<file path="src/core/prot_pkg.sv">
package prot_pkg;

	localparam int          ADDR_W          = 8;
	localparam int          DATA_W          = 32;
	localparam int          PHASES          = 3;

	localparam logic [7:0]  CTRL_OFS        = 8'h00;
	localparam logic [7:0]  STATUS_OFS      = 8'h04;
	localparam logic [7:0]  CMD_OFS         = 8'h08;
	localparam logic [7:0]  STAGE_STAT_OFS  = 8'h0c;
	localparam logic [7:0]  STAGE_OFS       = 8'h10;
	localparam logic [5:0]  STAGE_WORD      = 6'h04;

	localparam int          CTRL_FUNC_BIT   = 0;
	localparam int          CTRL_EXBLK_BIT  = 1;
	localparam int          CTRL_TCPERM_BIT = 2;
	localparam int          CTRL_TCEXT_BIT  = 3;
	localparam int          CTRL_W          = 4;
	localparam logic [3:0]  CTRL_RST        = 4'h0;

	localparam int          CFG_FUNC_BIT    = 0;
	localparam int          CFG_SUPERV_BIT  = 1;
	localparam int          CFG_TCPERM_BIT  = 2;
	localparam int          CFG_TCEXT_BIT   = 3;
	localparam int          CFG_GROUND_BIT  = 4;
	localparam int          CFG_PHSEL_BIT   = 5;
	localparam int          CFG_ROUTE_LSB   = 8;
	localparam int          ROUTE_W         = 8;
	localparam int          CFG_DELAY_LSB   = 16;
	localparam int          DELAY_W         = 16;
	localparam logic [31:0] CFG_MASK        = 32'hffff_ff3f;
	localparam logic [31:0] CFG_RST         = 32'h0000_0000;

	localparam int          ST_ALARM_BIT    = 0;
	localparam int          ST_TRIP_BIT     = 1;
	localparam int          ST_GROUND_BIT   = 2;
	localparam int          ST_PHALM_LSB    = 4;
	localparam int          ST_PHTRIP_LSB   = 8;
	localparam int          ST_BLOCKED_BIT  = 16;
	localparam int          ST_CMDBLK_BIT   = 17;

	localparam int          SST_TRIP_LSB    = 8;
	localparam int          SST_CMD_LSB     = 16;

endpackage

</file>
<file path="src/core/stage_if.sv">
`timescale 1ns/100ps
interface stage_if;
	logic [31:0] cfg;
	logic [2:0]  fault;
	logic        block_in;
	logic        master_en;
	logic        cmd_block;
	logic        alarm;
	logic        trip;
	logic [2:0]  ph_alarm;
	logic [2:0]  ph_trip;
	logic        ground;
	logic        cmd;

	modport stage (
		input  cfg, fault, block_in, master_en, cmd_block,
		output alarm, trip, ph_alarm, ph_trip, ground, cmd
	);
	modport master (
		output cfg, fault, block_in, master_en, cmd_block,
		input  alarm, trip, ph_alarm, ph_trip, ground, cmd
	);
endinterface

</file>
<file path="src/core/prot_stage.sv">
`timescale 1ns/100ps
module prot_stage (
	input  wire logic  clk,
	input  wire logic  reset,
	stage_if.stage     p
);
	typedef struct packed {
		logic [prot_pkg::DELAY_W-1:0] cnt;
		logic                         alarm;
		logic                         trip;
		logic [2:0]                   ph_alarm;
		logic [2:0]                   ph_trip;
		logic                         ground;
		logic                         cmd;
	} stage_state_type;

	stage_state_type              r;
	stage_state_type              r_nxt;
	logic                         active;
	logic                         crit;
	logic                         rep;
	logic                         blk;
	logic                         phsel;
	logic [2:0]                   sel;
	logic [prot_pkg::DELAY_W-1:0] dly;

	assign dly    = p.cfg[prot_pkg::CFG_DELAY_LSB +: prot_pkg::DELAY_W];
	assign phsel  = p.cfg[prot_pkg::CFG_PHSEL_BIT];
	// Off module or stopped master: stage is held idle
	assign active = p.cfg[prot_pkg::CFG_FUNC_BIT] & p.master_en;
	// Non-selective stages look at lane 0 only
	assign sel    = phsel ? p.fault : {2'b00, p.fault[0]};
	assign crit   = |sel;
	// Supervision stages report nothing
	assign rep    = ~p.cfg[prot_pkg::CFG_SUPERV_BIT];
	// Own and master command blocks
	assign blk    = p.cmd_block | p.cfg[prot_pkg::CFG_TCPERM_BIT]
		| (p.cfg[prot_pkg::CFG_TCEXT_BIT] & p.block_in);

	always_comb begin
		r_nxt = '0;
		if (active && crit) begin
			// Alarm at once on the criterion
			r_nxt.alarm    = rep;
			r_nxt.ph_alarm = phsel ? (sel & {3{rep}}) : 3'b000;
			r_nxt.ground   = rep & p.cfg[prot_pkg::CFG_GROUND_BIT];
			r_nxt.cnt      = (r.cnt == dly) ? r.cnt : r.cnt + 1'b1;
			// Trip only once the timer ran out uninterrupted
			if (r.cnt == dly) begin
				r_nxt.trip    = rep;
				r_nxt.ph_trip = phsel ? (sel & {3{rep}}) : 3'b000;
				r_nxt.cmd     = rep & ~blk;
			end
		end
	end

	always_ff @(posedge clk or posedge reset) begin
		if (reset) begin
			r <= '0;
		end else begin
			r <= r_nxt;
		end
	end

	assign p.alarm    = r.alarm;
	assign p.trip     = r.trip;
	assign p.ph_alarm = r.ph_alarm;
	assign p.ph_trip  = r.ph_trip;
	assign p.ground   = r.ground;
	assign p.cmd      = r.cmd;
endmodule

</file>
<file path="src/core/prot_master.sv">
// Added by the designer: the register addresses and the APB interface to the registers.
`timescale 1ns/100ps
// Contract
// - Global function off disables every stage, no alarm, trip or command.
// - Permitted external block inputs block all protection while either is true.
// - Master command block setting suppresses all trip commands permanently.
// - Permitted external command block input suppresses commands while true.
// - Each stage raises its alarm as soon as it sees its fault.
// - General alarm is the OR of all contributing stage alarms.
// - A stage trips only if its fault persists past its delay.
// - General trip is the OR of all contributing stage trips.
// - A tripping stage issues a command unless its command is blocked.
// - Commands and their blocking exist only for non supervision stages.
// - Each phase alarm output ORs the phase alarms of all stages.
// - Each phase trip output ORs the phase trips of all stages.
// - Supervision stages feed nothing to the master and never open breakers.
// - Alarms from ground stages also raise the master ground alarm.
// - A phase selective stage flags each faulty phase separately.
// - Phase selective trips raise the matching per phase master trips.
// - Commands open only breakers they are routed to; routing picks breaker.
// - Each module has its own on or off setting; off means silent.
// - A stage's own command block setting suppresses its command permanently.
// - Permitted stage block signal blocks that stage's command while active.
module prot_master #(
	parameter int NUM_STAGES   = 4,
	parameter int NUM_BREAKERS = 2
) (
	input  wire logic                    CORE_CLK,
	input  wire logic                    RESET,
	input  wire logic                    PSEL,
	input  wire logic                    PENABLE,
	input  wire logic                    PWRITE,
	input  wire logic [7:0]              PADDR,
	input  wire logic [31:0]             PWDATA,
	output logic      [31:0]             PRDATA,
	output logic                         PREADY,
	output logic                         PSLVERR,
	input  wire logic                    EXT_BLOCK_IN_A,
	input  wire logic                    EXT_BLOCK_IN_B,
	input  wire logic                    TRIP_CMD_EXT_BLOCK_IN,
	input  wire logic [3*NUM_STAGES-1:0] STAGE_FAULT_IN,
	input  wire logic [NUM_STAGES-1:0]   STAGE_BLOCK_IN,
	output logic                         GENERAL_ALARM,
	output logic                         GENERAL_TRIP,
	output logic                         GROUND_ALARM,
	output logic      [2:0]              PHASE_ALARM,
	output logic      [2:0]              MASTER_PHASE_TRIP,
	output logic      [NUM_STAGES-1:0]   BREAKER_OPEN_REQUEST,
	output logic      [NUM_BREAKERS-1:0] BREAKER_TRIP
);
	localparam int NS = NUM_STAGES;
	localparam int NB = NUM_BREAKERS;

	typedef struct packed {
		logic                  blk_a_s1;
		logic                  blk_a_s2;
		logic                  blk_b_s1;
		logic                  blk_b_s2;
		logic                  tcb_s1;
		logic                  tcb_s2;
		logic [NS-1:0][2:0]    fault_s1;
		logic [NS-1:0][2:0]    fault_s2;
		logic [NS-1:0]         sblk_s1;
		logic [NS-1:0]         sblk_s2;
		logic [prot_pkg::CTRL_W-1:0] ctrl;
		logic [NS-1:0][31:0]   cfg;
		logic                  gen_alarm;
		logic                  gen_trip;
		logic                  ground;
		logic [2:0]            ph_alarm;
		logic [2:0]            ph_trip;
		logic [NS-1:0]         open_req;
		logic [NB-1:0]         brk;
		logic [31:0]           prdata;
		logic                  pready;
		logic                  pslverr;
	} master_state_type;

	master_state_type   r;
	master_state_type   r_nxt;
	logic               master_ok;
	logic               cmd_blk;
	logic [NS-1:0]      st_alarm;
	logic [NS-1:0]      st_trip;
	logic [NS-1:0]      st_ground;
	logic [NS-1:0]      st_cmd;
	logic [NS-1:0][2:0] st_ph_alarm;
	logic [NS-1:0][2:0] st_ph_trip;
	logic [2:0]         ph_alarm_any;
	logic [2:0]         ph_trip_any;
	logic [NB-1:0]      brk_any;
	logic [5:0]         word;
	logic [5:0]         sidx;
	logic               stage_hit;
	logic               access;
	logic               done;

	// Master gate from function and synchronised block pins
	assign master_ok = r.ctrl[prot_pkg::CTRL_FUNC_BIT]
		& ~(r.ctrl[prot_pkg::CTRL_EXBLK_BIT] & (r.blk_a_s2 | r.blk_b_s2));
	// Command block for all stages
	assign cmd_blk = r.ctrl[prot_pkg::CTRL_TCPERM_BIT]
		| (r.ctrl[prot_pkg::CTRL_TCEXT_BIT] & r.tcb_s2);

	for (genvar i = 0; i < NS; i++) begin : gs
		stage_if sif ();
		assign sif.cfg        = r.cfg[i];
		assign sif.fault      = r.fault_s2[i];
		assign sif.block_in   = r.sblk_s2[i];
		assign sif.master_en  = master_ok;
		assign sif.cmd_block  = cmd_blk;
		assign st_alarm[i]    = sif.alarm;
		assign st_trip[i]     = sif.trip;
		assign st_ground[i]   = sif.ground;
		assign st_cmd[i]      = sif.cmd;
		assign st_ph_alarm[i] = sif.ph_alarm;
		assign st_ph_trip[i]  = sif.ph_trip;
		prot_stage u_stage (
			.clk   (CORE_CLK),
			.reset (RESET),
			.p     (sif.stage)
		);
	end

	assign word      = PADDR[7:2];
	assign sidx      = word - prot_pkg::STAGE_WORD;
	assign stage_hit = (PADDR >= prot_pkg::STAGE_OFS) && (sidx < 6'(NS));
	// One wait state: data is registered in the first access cycle
	assign access    = PSEL & PENABLE & ~r.pready;
	assign done      = PSEL & PENABLE & r.pready;

	always_comb begin
		r_nxt = r;
		ph_alarm_any = 3'b000;
		ph_trip_any  = 3'b000;
		brk_any      = '0;

		r_nxt.blk_a_s1 = EXT_BLOCK_IN_A;
		r_nxt.blk_a_s2 = r.blk_a_s1;
		r_nxt.blk_b_s1 = EXT_BLOCK_IN_B;
		r_nxt.blk_b_s2 = r.blk_b_s1;
		r_nxt.tcb_s1   = TRIP_CMD_EXT_BLOCK_IN;
		r_nxt.tcb_s2   = r.tcb_s1;
		r_nxt.fault_s1 = STAGE_FAULT_IN;
		r_nxt.fault_s2 = r.fault_s1;
		r_nxt.sblk_s1  = STAGE_BLOCK_IN;
		r_nxt.sblk_s2  = r.sblk_s1;

		for (int i = 0; i < NS; i++) begin
			ph_alarm_any = ph_alarm_any | st_ph_alarm[i];
			ph_trip_any  = ph_trip_any | st_ph_trip[i];
			for (int b = 0; b < NB; b++) begin
				// Routing mask selects the breaker
				brk_any[b] = brk_any[b]
					| (st_cmd[i] & r.cfg[i][prot_pkg::CFG_ROUTE_LSB + b]);
			end
		end

		// Master outputs gated once more so a stop is seen at once
		r_nxt.gen_alarm = master_ok & (|st_alarm);
		r_nxt.gen_trip  = master_ok & (|st_trip);
		r_nxt.ground    = master_ok & (|st_ground);
		r_nxt.ph_alarm  = ph_alarm_any & {3{master_ok}};
		r_nxt.ph_trip   = ph_trip_any & {3{master_ok}};
		r_nxt.open_req  = st_cmd & {NS{master_ok & ~cmd_blk}};
		r_nxt.brk       = brk_any & {NB{master_ok & ~cmd_blk}};

		r_nxt.pready  = access;
		r_nxt.pslverr = 1'b0;
		if (access) begin
			r_nxt.prdata = 32'h0000_0000;
			if (PADDR[1:0] != 2'b00) begin
				r_nxt.pslverr = 1'b1;
			end else if (PADDR == prot_pkg::CTRL_OFS) begin
				r_nxt.prdata[prot_pkg::CTRL_W-1:0] = r.ctrl;
			end else if (PADDR == prot_pkg::STATUS_OFS) begin
				r_nxt.prdata[prot_pkg::ST_ALARM_BIT]   = r.gen_alarm;
				r_nxt.prdata[prot_pkg::ST_TRIP_BIT]    = r.gen_trip;
				r_nxt.prdata[prot_pkg::ST_GROUND_BIT]  = r.ground;
				r_nxt.prdata[prot_pkg::ST_PHALM_LSB +: 3]  = r.ph_alarm;
				r_nxt.prdata[prot_pkg::ST_PHTRIP_LSB +: 3] = r.ph_trip;
				r_nxt.prdata[prot_pkg::ST_BLOCKED_BIT] = ~master_ok;
				r_nxt.prdata[prot_pkg::ST_CMDBLK_BIT]  = cmd_blk;
			end else if (PADDR == prot_pkg::CMD_OFS) begin
				r_nxt.prdata[NS-1:0] = r.open_req;
				r_nxt.prdata[prot_pkg::ROUTE_W +: NB] = r.brk;
			end else if (PADDR == prot_pkg::STAGE_STAT_OFS) begin
				r_nxt.prdata[NS-1:0] = st_alarm;
				r_nxt.prdata[prot_pkg::SST_TRIP_LSB +: NS] = st_trip;
				r_nxt.prdata[prot_pkg::SST_CMD_LSB +: NS]  = st_cmd;
			end else if (stage_hit) begin
				for (int i = 0; i < NS; i++) begin
					if (sidx == 6'(i)) begin
						r_nxt.prdata = r.cfg[i];
					end
				end
			end else begin
				r_nxt.pslverr = 1'b1;
			end
		end

		// Writes land at the completing edge; read-only words ignore them
		if (done && PWRITE && !r.pslverr) begin
			if (PADDR == prot_pkg::CTRL_OFS) begin
				r_nxt.ctrl = PWDATA[prot_pkg::CTRL_W-1:0];
			end else if (stage_hit) begin
				for (int i = 0; i < NS; i++) begin
					if (sidx == 6'(i)) begin
						r_nxt.cfg[i] = PWDATA & prot_pkg::CFG_MASK;
					end
				end
			end
		end
	end

	always_ff @(posedge CORE_CLK or posedge RESET) begin
		if (RESET) begin
			r <= '0;
			r.ctrl <= prot_pkg::CTRL_RST;
			r.cfg <= {NS{prot_pkg::CFG_RST}};
		end else begin
			r <= r_nxt;
		end
	end

	assign PRDATA               = r.prdata;
	assign PREADY               = r.pready;
	assign PSLVERR              = r.pslverr;
	assign GENERAL_ALARM        = r.gen_alarm;
	assign GENERAL_TRIP         = r.gen_trip;
	assign GROUND_ALARM         = r.ground;
	assign PHASE_ALARM          = r.ph_alarm;
	assign MASTER_PHASE_TRIP    = r.ph_trip;
	assign BREAKER_OPEN_REQUEST = r.open_req;
	assign BREAKER_TRIP         = r.brk;
endmodule

</file>
<file path="config.mk">
export PLATFORM = sky130hd
export DESIGN_NAME = prot_master
export DESIGN_NICKNAME = d
export VERILOG_FILES = /design/src/core/prot_pkg.sv /design/src/core/stage_if.sv /design/src/core/prot_stage.sv /design/src/core/prot_master.sv
export SDC_FILE = /design/constraint.sdc
export NUM_CORES = 1
export LEC_CHECK = 0
export BUFFER_PORTS_ARGS = -buffer_cell sky130_fd_sc_hd__buf_2
export CORE_ASPECT_RATIO = 1.1
export CORE_MARGIN = 2
export CORE_UTILIZATION = 35
export DETAILED_ROUTE_END_ITERATION = 6
export GPL_ROUTABILITY_DRIVEN = 0
export HOLD_SLACK_MARGIN = 0.06
export PLACE_DENSITY = 0.59
export SLEW_MARGIN = 0
export SYNTH_ARGS = -nofsm -noshare
export SYNTH_HDL_FRONTEND = slang
export SYNTH_SLANG_ARGS = --single-unit
</file>
<file path="constraint.sdc">
create_clock -name CORE_CLK -period 22 [get_ports CORE_CLK]
set_clock_uncertainty 0.2 [all_clocks]
set_input_delay 5.5 -clock CORE_CLK [delete_from_list [all_inputs] [get_ports CORE_CLK]]
set_output_delay 5.5 -clock CORE_CLK [all_outputs]
set_load 0.005 [all_outputs]
</file>
==> flow_summary.yaml <==
floorplan:
  num_io_pins: 113
  die_y_um: 215
  num_rows: 77
  horizontal_extent_of_the_die_um: 196
  initial_utilization_pct: 35.3
  dieArea_sq_um: 42100
  placeableCoreArea_sq_um: 40100
synth:
  synthMostInstantiatedCell: "sky130_fd_sc_hd__dfrtp_1"
  number_of_enable_flip_flop_cells_after_synthesis: 0
  synth-seq-area-share_pct: 55.5
  synth_top_area_share_pct: 55.5
  ys_seq_elements: 314
  synth_top_cells_by_area: "sky130_fd_sc_hd__dfrtp_1 55%, sky130_fd_sc_hd__mux2_2 9.5%, sky130_fd_sc_hd__xnor2_1 4.0%"
  synth.net_count: 1258
  yosysWarningCount: 0
  yosysTopAreaCell: "sky130_fd_sc_hd__dfrtp_1"
  syn-instance-count: 1190
  syn_area_per_cell_sq_um: 11.9
  yosysUniqueCellTypes: 55
  most_common_flop_cell_mapped_by_yosys: "sky130_fd_sc_hd__dfrtp_1"
  synthTopCellsByCount: "314 x sky130_fd_sc_hd__dfrtp_1, 120 x sky130_fd_sc_hd__mux2_2, 65 x sky130_fd_sc_hd__xnor2_1"
  post_synth_instance_area_sq_um: 14200
  async_s_r_ff_share_synth_pct: 100
timing:
  timing.final.crit_period_ps: 8590
  grt_setup_unrepaired: "false"
  final.period_utilization_pct: 39.0
  final-setup-viol-count: 0
  timing.final.max_slew_violations: 0
  clock.fmax_mhz: 116
  timing_worst_slew_pin_value_ps: 1180
  max-slew-margin-rel_pct: 21.0
  report.final.hold_viol_count: 0
  finalSetupTns_ps: 0
job:
  max_cap_viol_count: 0
clocking:
  numClockSinks: 314
  clockRootBuffer: "sky130_fd_sc_hd__clkbuf_16"
  clk_pin_slew_ps: 60
  h-tree-depth: 2
  post_cts_resize_count: 0
  insertion_delay_ps: 530
  postCtsSetupBuffers: 0
  cts_max_path_buffers: 3
  cts_tree: "built"
  holdBufCountCts: 0
  cts_buffers: 35
placement:
  placed_instance_count: 1736
  detailed_place_hpwl_mm: 26.5
  io_buffer_count: 109
detailed_routing:
  detail_route.wirelength.met1_mm: 16.6
  routed_wirelength_mm: 37.7
  top_signal_layer_used: "met5"
  routed-via-count: 9807
  firstDrtPassIters: 5
  met2_length_mm: 17.8
  vias_cell: 5.46
  drt_iter0_markers: 693
  drt-wirelength-per-cell_um: 21.0
  ant_nets: 0
  drcViolationCount: 0
  detailroute.wirelength.met3_mm: 2.23
layout:
  multi_input_area_sq_um: 5760
  num_antenna_cells: 0
  nNetsFinal: 1328
  area_growth_syn_to_layout_pct: 14.2
  ff_latch_area_sq_um: 7860
  final_layout_size_suffix_gt1_share_pct: 26.5
  fin_cells: 1797
  num-fill-cells: 3821
critical_path:
  reg2reg_depth: 4
  timing.reg2reg.setup_slack_ps: 19130
  critical_path_class: "input pin to flip-flop"
  crit_path_end_kind: "flip-flop"
  critPathRequiredTime_ps: 22200
  destination_of_the_worst_register_to_register_timing_path: "gs[2].sif.cfg[26]$_DFFE_PP0P_"
  worstSetupStartpointType: "input pin"
  reg2reg_from: "PSLVERR$_DFF_PP0_"
  worst-endpoint-arrival_ps: 8790
  worstPathMaxFanout: 30
pwr:
  power_per_cell_area_nw_per_um2: 76.6
  p_seq_share_pct: 47.5
  clock_power_share_pct: 47.9
  vdd.ir_drop.worst_uv: 44.0
  power.share.combinational_pct: 4.5
  switching_power_mw: 0.285
  power.switching_fraction_pct: 23.0
  total_leakage_power_nw: 7.34
  p_int_mw: 0.954
grt:
  grt_max_degree: 113
  grt_pass1_vias: 9785
  grt.total_usage_pct: 17.8
  number_of_antenna_violations_at_the_first_check_in_global_routing: 3
  grt_first_pass_wirelength_mm: 58.2
  globalRouteOverflowTotal: 0
run_status:
  run_status: "completed"
hold_path:
  hold_removal_path_class: "flip-flop to flip-flop"
  holdPathEnd: "r[213]$_DFF_PP0_"
  hold_path_depth: 0
  hold_start: "r[214]$_DFF_PP0_"
-- area by class of cell --
| type | instances | area share (%) |
|---|---|---|
| tap | 513 | 3.97 |
| clock inverter | 11 | 0.921 |
| multi-input combinational | 771 | 35.6 |
| clock buffer | 50 | 6.38 |
| inverter | 11 | 0.302 |
| timing repair buffer | 127 | 4.21 |
| sequential | 314 | 48.6 |
-- power groups by stage --
stage	clock network (mW)	logic [mW]	registers, mW
4_1_cts	0.605	0.0572	0.589
3_5_place_dp	0	0.0571	0.599
2_1_floorplan	0	0.0340	0.597
5_1_grt	0.628	0.0627	0.589
6_report	0.593	0.0563	0.589
3_3_place_gp	0	0.0564	0.599
-- per-layer routing --
metal	vias up	global-route usage, %
li1	4472	-
met1	5012	24.4
met2	254	28.6
met3	63	3.58
met4	6	5.73
met5	-	0
-- cells in the final DEF (no fill, tap or decap), types with 35 or more instances in the layout --
cell	instances
sky130_fd_sc_hd__dfrtp_1	314
sky130_fd_sc_hd__mux2_2	120
sky130_fd_sc_hd__buf_2	109
sky130_fd_sc_hd__xnor2_1	65
sky130_fd_sc_hd__a21oi_1	64
sky130_fd_sc_hd__nand2_1	64
sky130_fd_sc_hd__o21ai_0	61
sky130_fd_sc_hd__nor2_1	45
sky130_fd_sc_hd__and3_1	36
sky130_fd_sc_hd__clkbuf_16	35
-- flip-flops by register name, indices dropped and copies added, names as in the netlist, 3 cells and up --
| signal | cells |
|---|---|
| r | 26 |
| gs.sif.block_in | 4 |
| gs.u_stage.p.ground | 4 |
| gs.sif.cfg | 120 |
| PHASE_ALARM | 3 |
| gs.u_stage.p.ph_trip | 12 |
| BREAKER_OPEN_REQUEST | 4 |
| gs.u_stage.p.trip | 4 |
| MASTER_PHASE_TRIP | 3 |
| PRDATA | 31 |
| gs.sif.fault | 12 |
| gs.u_stage.p.ph_alarm | 12 |
| gs.u_stage.r | 64 |
| gs.u_stage.p.cmd | 4 |
| gs.u_stage.p.alarm | 4 |
-- cells by family after synthesis --
| family | share of synthesized area [%] |
|---|---|
| AOI/OAI and AO/OA | 10.1 |
| DFF | 55.5 |
| other | 0.0265 |
| muxes | 12.4 |
| adders and majority gates | 0.353 |
| xor gates and xnor gates | 4.21 |
| buffers and inverters | 4.18 |
| and+or+nand+nor | 13.2 |
-- critical path, stage by stage --
cell and delay [ps]:
sky130_fd_sc_hd__buf_2 120, sky130_fd_sc_hd__nor3_1 430, sky130_fd_sc_hd__and2_1 640, sky130_fd_sc_hd__nand3_2 570
sky130_fd_sc_hd__nor2_4 1080, sky130_fd_sc_hd__mux2_2 420
-- worst max path at each step --
| stage | start | to | slack, ps | cells past startpoint |
|---|---|---|---|---|
| floorplan | RESET | BREAKER_OPEN_REQUEST[0]$_DFF_PP0_ | 7610 | 1 |
| global placement | PADDR[5] | gs[3].sif.cfg[16]$_DFFE_PP0P_ | 12890 | 6 |
| detailed placement | PADDR[5] | gs[3].sif.cfg[0]$_DFFE_PP0P_ | 12890 | 6 |
| CTS | PADDR[5] | gs[3].sif.cfg[19]$_DFFE_PP0P_ | 13440 | 6 |
| global route | PADDR[5] | gs[3].sif.cfg[30]$_DFFE_PP0P_ | 13300 | 6 |
| finish | PADDR[5] | gs[3].sif.cfg[24]$_DFFE_PP0P_ | 13410 | 6 |
-- through the flow --
stage / instance area (sq um) / hold slack [ps] / power (mW) / worst slack [ps] / utilization (%)
2_1_floorplan: 14200 / 131 / 0.631 / 7610 / -
4_1_cts: 16200 / 148 / 1.25 / 13440 / 40.3
6_report: 16200 / 143 / 1.24 / 13410 / 40.3
3_5_place_dp: 15000 / 135 / 0.656 / 12890 / 37.4
3_3_place_gp: 15000 / 134 / 0.655 / 12890 / 37.4
5_1_grt: 16200 / 150 / 1.28 / 13300 / 40.3
(Power assumes the default switching activity.)
